### src/logic/pcatb_pkg.sv
// package for the counter array timebase: field layouts, reset values, timebase codes
// assumes a single 25 MHz system clock domain
package pcatb_pkg;

  // =====================================================================
  // timebase select codes
  typedef enum logic [2:0] {
    PCATB_SYS_DIV12 = 3'h0,
    PCATB_SYS_DIV4  = 3'h1,
    PCATB_T0_OVF    = 3'h2,
    PCATB_EXT_EDGE  = 3'h3,
    PCATB_SYS       = 3'h4,
    PCATB_XOSC_DIV8 = 3'h5,
    PCATB_RSVD6     = 3'h6,
    PCATB_RSVD7     = 3'h7
  } pcatb_tbsel_t;

  // =====================================================================
  // widths, divisors and reset values
  localparam int          PCATB_CNT_W      = 16;
  localparam int          PCATB_BYTE_W     = 8;
  localparam int          PCATB_NUM_MOD    = 5;
  localparam logic [3:0]  PCATB_DIV12_LAST = 4'hB;
  localparam logic [1:0]  PCATB_DIV4_LAST  = 2'h3;
  localparam logic [2:0]  PCATB_XDIV8_HALF = 3'h3;
  localparam logic [15:0] PCATB_CNT_RST    = 16'h0000;
  localparam logic [15:0] PCATB_CNT_MAX    = 16'hFFFF;
  localparam logic [7:0]  PCATB_SNAP_RST   = 8'h00;
  localparam logic        PCATB_WDT_RST    = 1'b1;

  // =====================================================================
  // mode bits as one carrier
  typedef struct packed {
    logic         idle_suspend;
    pcatb_tbsel_t timebase_select;
    logic         overflow_irq_enable;
  } pcatb_mode_t;

  // software access strobes to the counter bytes and flag
  typedef struct packed {
    logic       rd_low;
    logic       rd_high;
    logic       wr_low;
    logic       wr_high;
    logic [7:0] wdata;
    logic       clr_flag;
  } pcatb_acc_t;

endpackage

### src/logic/pcatb_timebase.sv
// 16-bit counter array timebase with snapshot read and overflow flag
// assumes access strobes come from logic on MCLK; pins arrive asynchronously
//
// What this block does
// RULE_01: one 16-bit up-counter that software sees as a low byte and a high byte register.
// RULE_02: reading the low byte latches the high byte into a snapshot that the next high read returns.
// RULE_03: reads of either byte never disturb counting.
// RULE_04: a wrap from 0xFFFF to 0x0000 sets the overflow flag.
// RULE_05: an interrupt request is raised while the flag and the overflow enable are both one.
// RULE_06: the flag is only cleared by software, never by servicing the interrupt.
// RULE_07: the processor sees the request only when global and array enables are both set; IRQ here ignores both and the interrupt controller applies them.
// RULE_08: with idle suspend clear the counter keeps running in processor idle.
// RULE_09: the timebase select picks clk/12, clk/4, timer 0 overflow, external edges, clk, or xosc/8.
// RULE_10: external input advances on falling edges, at most a quarter of the clock rate.
// RULE_11: the external oscillator divided by eight is resynchronised before use.
// RULE_12: the count feeds five capture/compare modules as their common time reference.
// RULE_13: after reset module 4 is in watchdog mode and some register writes are blocked.
// RULE_14: with idle suspend set the counter holds while the processor is idle.
// RULE_15: the external input is synchronised and falling edges found from successive samples.
// RULE_16: reserved timebase codes stop the counter.
`timescale 1ns/1ps
module pcatb_timebase
  import pcatb_pkg::*;
(
  // clock and reset
  input  wire logic                     MCLK,
  input  wire logic                     RST_N,
  // configuration and access
  input  wire pcatb_mode_t              MODE,
  input  wire pcatb_acc_t               ACC,
  input  wire logic                     CPU_IDLE,
  input  wire logic                     WDT_DISABLE,
  // timebase sources
  input  wire logic                     T0_OVF,
  input  wire logic                     EXT_COUNT_IN,
  input  wire logic                     XOSC_CLK_IN,
  // read data and status
  output logic [7:0]                    RDATA,
  output logic                          OVERFLOW_FLAG,
  output logic                          IRQ,
  output logic                          WATCHDOG_MODE,
  output logic [15:0]                   TIME_REF [PCATB_NUM_MOD]
);

  // =====================================================================
  // state
  logic [15:0] count;
  logic [7:0]  snapshot;
  logic [3:0]  div12;
  logic [1:0]  div4;
  logic [1:0]  eci_sync;
  logic        eci_prev;
  logic [1:0]  xosc_sync;
  logic        xosc_prev;
  logic [2:0]  xosc_div;
  logic        tick;
  logic        run;
  logic        eci_fall;
  logic        xosc_rise;
  logic        wrap;

  // =====================================================================
  // prescalers on the system clock
  always_ff @(posedge MCLK or negedge RST_N) begin
    if (!RST_N) begin
      div12 <= 4'h0;
    end else if (div12 == PCATB_DIV12_LAST) begin
      div12 <= 4'h0;
    end else begin
      div12 <= div12 + 4'h1;
    end
  end

  always_ff @(posedge MCLK or negedge RST_N) begin
    if (!RST_N) begin
      div4 <= 2'h0;
    end else begin
      div4 <= div4 + 2'h1;
    end
  end

  // =====================================================================
  // external count input: two-flop sync then falling-edge compare
  always_ff @(posedge MCLK or negedge RST_N) begin
    if (!RST_N) begin
      eci_sync <= 2'h3;
      eci_prev <= 1'b1;
    end else begin
      eci_sync <= {eci_sync[0], EXT_COUNT_IN};  // [RULE_15]
      eci_prev <= eci_sync[1];
    end
  end
  assign eci_fall = eci_prev & ~eci_sync[1];  // [RULE_10] [RULE_15]

  // =====================================================================
  // external oscillator: sampled on mclk, divided by eight here
  // sampling limits the oscillator to below half of MCLK; the usual case is a slow crystal
  always_ff @(posedge MCLK or negedge RST_N) begin
    if (!RST_N) begin
      xosc_sync <= 2'h0;
      xosc_prev <= 1'b0;
    end else begin
      xosc_sync <= {xosc_sync[0], XOSC_CLK_IN};  // [RULE_11]
      xosc_prev <= xosc_sync[1];
    end
  end
  assign xosc_rise = xosc_sync[1] & ~xosc_prev;

  always_ff @(posedge MCLK or negedge RST_N) begin
    if (!RST_N) begin
      xosc_div <= 3'h0;
    end else if (xosc_rise) begin
      xosc_div <= xosc_div + 3'h1;
    end
  end

  // =====================================================================
  // timebase selection
  always_comb begin
    case (MODE.timebase_select)  // [RULE_09]
      PCATB_SYS_DIV12: tick = (div12 == PCATB_DIV12_LAST);
      PCATB_SYS_DIV4:  tick = (div4 == PCATB_DIV4_LAST);
      PCATB_T0_OVF:    tick = T0_OVF;
      PCATB_EXT_EDGE:  tick = eci_fall;
      PCATB_SYS:       tick = 1'b1;
      PCATB_XOSC_DIV8: tick = xosc_rise & (xosc_div == PCATB_XDIV8_HALF);  // [RULE_11]
      default:         tick = 1'b0;  // [RULE_16]
    endcase
  end

  // idle only stops counting when suspend is requested
  assign run  = tick & ~(CPU_IDLE & MODE.idle_suspend);  // [RULE_08] [RULE_14]
  assign wrap = run & (count == PCATB_CNT_MAX);

  // =====================================================================
  // the counter; software writes are refused while the watchdog is active
  always_ff @(posedge MCLK or negedge RST_N) begin
    if (!RST_N) begin
      count <= PCATB_CNT_RST;
    end else if (ACC.wr_low && !WATCHDOG_MODE) begin  // [RULE_13]
      count <= {count[15:8], ACC.wdata};
    end else if (ACC.wr_high && !WATCHDOG_MODE) begin  // [RULE_13]
      count <= {ACC.wdata, count[7:0]};
    end else if (run) begin
      count <= count + 16'h0001;  // [RULE_01] [RULE_03]
    end
  end

  // =====================================================================
  // snapshot and read data
  always_ff @(posedge MCLK or negedge RST_N) begin
    if (!RST_N) begin
      snapshot <= PCATB_SNAP_RST;
    end else if (ACC.rd_low) begin
      snapshot <= count[15:8];  // [RULE_02]
    end
  end

  always_ff @(posedge MCLK or negedge RST_N) begin
    if (!RST_N) begin
      RDATA <= 8'h00;
    end else if (ACC.rd_low) begin
      RDATA <= count[7:0];  // [RULE_01]
    end else if (ACC.rd_high) begin
      RDATA <= snapshot;  // [RULE_02]
    end
  end

  // =====================================================================
  // overflow flag: set wins over a software clear in the same cycle
  always_ff @(posedge MCLK or negedge RST_N) begin
    if (!RST_N) begin
      OVERFLOW_FLAG <= 1'b0;
    end else if (wrap) begin
      OVERFLOW_FLAG <= 1'b1;  // [RULE_04]
    end else if (ACC.clr_flag) begin
      OVERFLOW_FLAG <= 1'b0;  // [RULE_06]
    end
  end

  // global and array enables are applied by the interrupt controller
  assign IRQ = OVERFLOW_FLAG & MODE.overflow_irq_enable;  // [RULE_05] [RULE_07]

  // =====================================================================
  // watchdog mode comes up on any reset
  always_ff @(posedge MCLK or negedge RST_N) begin
    if (!RST_N) begin
      WATCHDOG_MODE <= PCATB_WDT_RST;  // [RULE_13]
    end else if (WDT_DISABLE) begin
      WATCHDOG_MODE <= 1'b0;
    end
  end

  always_comb begin
    for (int i = 0; i < PCATB_NUM_MOD; i++) begin
      TIME_REF[i] = count;  // [RULE_12]
    end
  end

  // =====================================================================
  // checks
  AST_WRAP_SETS_FLAG: assert property (@(posedge MCLK) disable iff (!RST_N) // [RULE_04]
    wrap |=> OVERFLOW_FLAG)
    else $error("overflow flag not set after wrap");

  AST_FLAG_STICKY: assert property (@(posedge MCLK) disable iff (!RST_N) // [RULE_06]
    OVERFLOW_FLAG && !ACC.clr_flag |=> OVERFLOW_FLAG)
    else $error("overflow flag dropped without clear");

  AST_IRQ: assert property (@(posedge MCLK) disable iff (!RST_N) // [RULE_05]
    IRQ == (OVERFLOW_FLAG && MODE.overflow_irq_enable))
    else $error("irq does not follow flag and enable");

  AST_SNAPSHOT: assert property (@(posedge MCLK) disable iff (!RST_N) // [RULE_02]
    ACC.rd_low ##1 (ACC.rd_high && !ACC.rd_low) |=> RDATA == $past(count[15:8], 2))
    else $error("high read did not return snapshot");

  AST_COUNT_STEP: assert property (@(posedge MCLK) disable iff (!RST_N) // [RULE_03]
    run && !ACC.wr_low && !ACC.wr_high |=> count == $past(count) + 16'h0001)
    else $error("counter did not advance on tick");

  AST_RSVD_HOLD: assert property (@(posedge MCLK) disable iff (!RST_N) // [RULE_16]
    MODE.timebase_select[2:1] == 2'b11 && !ACC.wr_low && !ACC.wr_high |=> $stable(count))
    else $error("counter moved on reserved timebase");

  AST_IDLE_HOLD: assert property (@(posedge MCLK) disable iff (!RST_N) // [RULE_14]
    CPU_IDLE && MODE.idle_suspend && !ACC.wr_low && !ACC.wr_high |=> $stable(count))
    else $error("counter moved while suspended in idle");

  AST_SYS_RUN: assert property (@(posedge MCLK) disable iff (!RST_N) // [RULE_08]
    MODE.timebase_select == PCATB_SYS && !MODE.idle_suspend |-> run)
    else $error("counter stalled with system clock timebase");

  AST_DIV12: assert property (@(posedge MCLK) disable iff (!RST_N) // [RULE_09]
    MODE.timebase_select == PCATB_SYS_DIV12 && tick
    |=> (MODE.timebase_select != PCATB_SYS_DIV12 || !tick) [*8])
    else $error("divide by twelve ticked too soon");

  AST_ECI_EDGE: assert property (@(posedge MCLK) disable iff (!RST_N) // [RULE_15]
    eci_fall |-> $past(EXT_COUNT_IN, 3) && !$past(EXT_COUNT_IN, 2))
    else $error("external edge without falling sample");

  AST_WDT_WRITE: assert property (@(posedge MCLK) disable iff (!RST_N) // [RULE_13]
    WATCHDOG_MODE && !run |=> $stable(count))
    else $error("counter written while watchdog active");

  // read, write, flag, timebase and watchdog detail
  AST_RDATA_LOW: assert property (@(posedge MCLK) disable iff (!RST_N) // [RULE_01]
    ACC.rd_low |=> RDATA == $past(count[7:0]))
    else $error("low read did not return live low byte");

  AST_SNAP_LATCH: assert property (@(posedge MCLK) disable iff (!RST_N) // [RULE_02]
    ACC.rd_low |=> snapshot == $past(count[15:8]))
    else $error("snapshot not latched on low read");

  AST_RDATA_HOLD: assert property (@(posedge MCLK) disable iff (!RST_N) // [RULE_02]
    !ACC.rd_low && !ACC.rd_high |=> $stable(RDATA))
    else $error("read data changed without a read");

  AST_READ_NO_DISTURB: assert property (@(posedge MCLK) disable iff (!RST_N) // [RULE_03]
    run && (ACC.rd_low || ACC.rd_high) && !ACC.wr_low && !ACC.wr_high
    |=> count == $past(count) + 16'h0001)
    else $error("read disturbed counting");

  AST_WRITE_LOW: assert property (@(posedge MCLK) disable iff (!RST_N) // [RULE_01]
    ACC.wr_low && !WATCHDOG_MODE |=> count[7:0] == $past(ACC.wdata))
    else $error("low byte write did not land");

  AST_WRITE_HIGH: assert property (@(posedge MCLK) disable iff (!RST_N) // [RULE_01]
    ACC.wr_high && !ACC.wr_low && !WATCHDOG_MODE |=> count[15:8] == $past(ACC.wdata))
    else $error("high byte write did not land");

  AST_FLAG_ONLY_WRAP: assert property (@(posedge MCLK) disable iff (!RST_N) // [RULE_04]
    !OVERFLOW_FLAG && !wrap |=> !OVERFLOW_FLAG)
    else $error("overflow flag set without a wrap");

  AST_WRAP_ZERO: assert property (@(posedge MCLK) disable iff (!RST_N) // [RULE_04]
    wrap && !ACC.wr_low && !ACC.wr_high |=> count == PCATB_CNT_RST)
    else $error("counter did not wrap to zero");

  AST_FLAG_CLEAR: assert property (@(posedge MCLK) disable iff (!RST_N) // [RULE_06]
    ACC.clr_flag && !wrap |=> !OVERFLOW_FLAG)
    else $error("software clear did not drop the flag");

  AST_DIV4: assert property (@(posedge MCLK) disable iff (!RST_N) // [RULE_09]
    MODE.timebase_select == PCATB_SYS_DIV4 && tick
    |=> (MODE.timebase_select != PCATB_SYS_DIV4 || !tick) [*3])
    else $error("divide by four ticked too soon");

  AST_XOSC_GAP: assert property (@(posedge MCLK) disable iff (!RST_N) // [RULE_11]
    MODE.timebase_select == PCATB_XOSC_DIV8 && tick
    |=> (MODE.timebase_select != PCATB_XOSC_DIV8 || !tick) [*8])
    else $error("oscillator timebase ticked too soon");

  AST_ECI_GAP: assert property (@(posedge MCLK) disable iff (!RST_N) // [RULE_15]
    eci_fall |=> !eci_fall)
    else $error("external edges in back-to-back cycles");

  AST_WDT_STAYS_OFF: assert property (@(posedge MCLK) disable iff (!RST_N) // [RULE_13]
    !WATCHDOG_MODE |=> !WATCHDOG_MODE)
    else $error("watchdog mode returned without reset");

  COV_WRAP:     cover property (@(posedge MCLK) disable iff (!RST_N) wrap);
  COV_SNAP:     cover property (@(posedge MCLK) disable iff (!RST_N) ACC.rd_low ##1 ACC.rd_high);
  COV_ECI:      cover property (@(posedge MCLK) disable iff (!RST_N) eci_fall && run);
  COV_XOSC:     cover property (@(posedge MCLK) disable iff (!RST_N)
    MODE.timebase_select == PCATB_XOSC_DIV8 && run);
  COV_WDT_OFF:  cover property (@(posedge MCLK) disable iff (!RST_N) $fell(WATCHDOG_MODE));

endmodule

### config.mk
export PLATFORM = sky130hd
export DESIGN_NAME = pcatb_timebase
export DESIGN_NICKNAME = d
export VERILOG_FILES = /design/src/logic/pcatb_pkg.sv /design/src/logic/pcatb_timebase.sv
export SDC_FILE = /design/constraint.sdc
export NUM_CORES = 1
export LEC_CHECK = 0
export CORE_ASPECT_RATIO = 1.1
export CORE_MARGIN = 2
export CORE_UTILIZATION = 40
export DETAILED_ROUTE_END_ITERATION = 7
export DONT_BUFFER_PORTS = 1
export GPL_TIMING_DRIVEN = 0
export PLACE_DENSITY_LB_ADDON = 0.12
export SYNTH_ARGS = -nofsm -noshare
export SYNTH_HDL_FRONTEND = slang
export SYNTH_SLANG_ARGS = --single-unit
### constraint.sdc
create_clock -name MCLK -period 4.4 [get_ports MCLK]
set_input_delay 0.44 -clock MCLK [delete_from_list [all_inputs] [get_ports MCLK]]
set_output_delay 0.44 -clock MCLK [all_outputs]
set_load 0.05 [all_outputs]
==> metrics.txt <==
Ys Warns 0; Syn Nets 311; Setup crit start kind flip-flop; Initial Util 0.4163; Hold-fix buffers, CTS 2; maxcap violations 0; Core ar. 6633 um^2; CTS max path bufs 2; Final Setup Violations 0; Initial DRC Count 99; Yosys cell types 43; row cnt 31; max-slew violation count 0; H-tree Lvls 2; hold path depth 0; via count 1961; syn avg cell area 9.827 um^2; I/O Buffers 0; Yosys reg bits 49; Hold Path Sink eci_sync[0]; Worst Path Required 4610 ps; VDD IR max 0.1820 mV; Max Clock Skew 13.96 ps; final hold vios 0; r2r startpoint count[0]; Wirelength per Cell between 15 and 20 um; first-pass GRT wire length roughly 9700 um; share of post-route cells with drive strength above 1 0.3093; die height just over 90 um; Clock Pin Slew Worst Setup and Hold Paths 90 ps; die area 7585 um^2; chip width 83.22 um; P per Cell Area 482.1 nW/um^2; hold crit path type in2reg; commonest non-fill, non-tap cell in the layout buf_4; Via density 5.257; area added between synthesis and finish 8.020%; Multi-input gate area 999.7 um^2; Syn Inst Count approximately 280; clock latency on the worst-skew pair between 300 and 400 ps; r2r endpoint count[14]; CP max FO 10; post-layout utilization of the core 0.4497; vias in the first global route about 2.0k; mapped cell area about 2800 um^2; post_cts resized 0; DR pass1 iterations 4; Total GRT Usage 0.1602; Worst Setup End Kind flip-flop; number of CTS-inserted buffers 5; hold_sp EXT_COUNT_IN; RSZ-0062 raised after global routing no; Post-CTS Setup Inserts 0; initial antenna violation count 0; final std cells w/o fill 373; minimum clock period approximately 2500 ps; most frequent cells in the layout buf_4, dfrtp_1, nand2_1; EDFF count, synth 0; Leak Pwr 1.324 nW; fraction of registers with async set/reset 1.000; fin crit share 0.5597; Layout Nets 320; CTS tree yes; DRC Markers 0; worst-margin pin slew 883.7 ps; Worst EP arrival 2670 ps; FMAX roughly 410 MHz; wirelength, routed 6044 um; Worst R2R Path Depth 6; Routed Antenna Nets 0; Seq/Total Area, Yosys 0.4459; ys flop type dfrtp_1; Root Driver clkbuf_8; register area 1231 um^2; Final GP Congestion roughly 0.78; final setup TNS 0 ps; critical path class reg2reg; status completed; pin count of the biggest net entering global routing 50; Top Ports 116; Reg2Reg Setup Slack 1940 ps; CTS Sinks approximately 50; DP Wirelength between 4000 and 5000 um; DP Cell Count 363; Fill cells 655; antenna cells 0; total gr overflow 0; Worst slew margin 0.4108
critical path, stage by stage, from the launching register on:
cell,delay [ps]
dfrtp_1,820
ha_1,310
nand3_1,150
nor2_1,210
nand3_2,170
or3_1,460
a221oi_2,250
metal layers:
layer | vias up | wire (um) | global-route usage
li1 | 928 | - | -
met3 | 15 | 511 | 0.04818
met4 | 0 | 194 | 0.07650
met5 | - | 0 | 0
met2 | 82 | 2803 | 0.2634
met1 | 936 | 2535 | 0.1914
how the worst max path moves through the flow:
| stage | endpoint | depth (start not counted) | slack, ps | from |
|---|---|---|---|---|
| 2_1_floorplan | count[14] | 6 | 2260 | count[0] |
| 6_report | count[14] | 6 | 1940 | count[0] |
| 4_1_cts | count[14] | 6 | 1920 | count[1] |
| 5_1_grt | count[12] | 5 | 1630 | eci_prev |
| 3_5_place_dp | count[14] | 5 | 1950 | eci_prev |
| 3_3_place_gp | count[12] | 5 | 1930 | eci_prev |
layout make-up:
| class | count | share of cell area |
|---|---|---|
| clock inverters | 1 | 0.001678 |
| plain buffers | 72 | 0.1716 |
| flip-flops and latches | 49 | 0.4128 |
| multi-input cells | 155 | 0.3352 |
| inverters | 5 | 0.006292 |
| well taps | 82 | 0.03440 |
| repair buffers | 2 | 0.01258 |
| clock buffers | 7 | 0.02559 |
Yosys cell counts (2+ instances only):
cell	number	share of area
buf_4	64	0.17
dfrtp_1	45	0.41
nand2_1	25	0.034
nor2_1	19	0.026
o21ai_0	18	0.033
mux2_2	9	0.037
mux2i_1	9	0.033
clkbuf_1	7	0.0095
or3_1	7	0.016
nand3_1	6	0.011
nand4_1	6	0.014
ha_1	5	0.023
inv_1	5	0.0068
nand2b_1	5	0.011
nor3_1	5	0.0091
a211oi_1	4	0.011
a31oi_1	4	0.0091
dfstp_2	4	0.038
o22ai_1	4	0.0091
xor2_1	4	0.013
nor2b_1	3	0.0068
a21oi_1	2	0.0036
sequential cells by signal, indices dropped and copies added (netlist names):
signal and count:
OVERFLOW_FLAG 1, RDATA 8, WATCHDOG_MODE 1, count 16
div12 4, div4 2, eci_prev 1, eci_sync 2
snapshot 8, xosc_div 3, xosc_prev 1, xosc_sync 2
power breakdown:
group,total (mW),switching [mW],internal [mW]
clock,0.260,0.148,0.112
sequential,0.681,0.175,0.506
combinational,0.497,0.344,0.153
cells by family after synthesis:
kind of cell	Yosys count	synth area share
mux	18	0.06933
fa+ha+maj	5	0.02266
compound gates	44	0.1056
xor+xnor	5	0.01586
buf+inv	77	0.1921
flops	49	0.4459
simple gates	83	0.1486
metrics by stage:
| stage | power, mW | instance area [um^2] | hold WS [ps] | setup WS [ps] |
|---|---|---|---|---|
| finish | 1.438 | 2983 | 133.3 | 1937 |
| global route | 1.502 | 2983 | 114.6 | 1626 |
| CTS | 1.452 | 2983 | 122.1 | 1920 |
| detailed placement | 1.181 | 2864 | 145.6 | 1955 |
| global placement | 1.174 | 2864 | 146.0 | 1933 |
| floorplan | 1.128 | 2761 | 144.4 | 2260 |
Note: power is estimated with default switching activity, not from simulation.
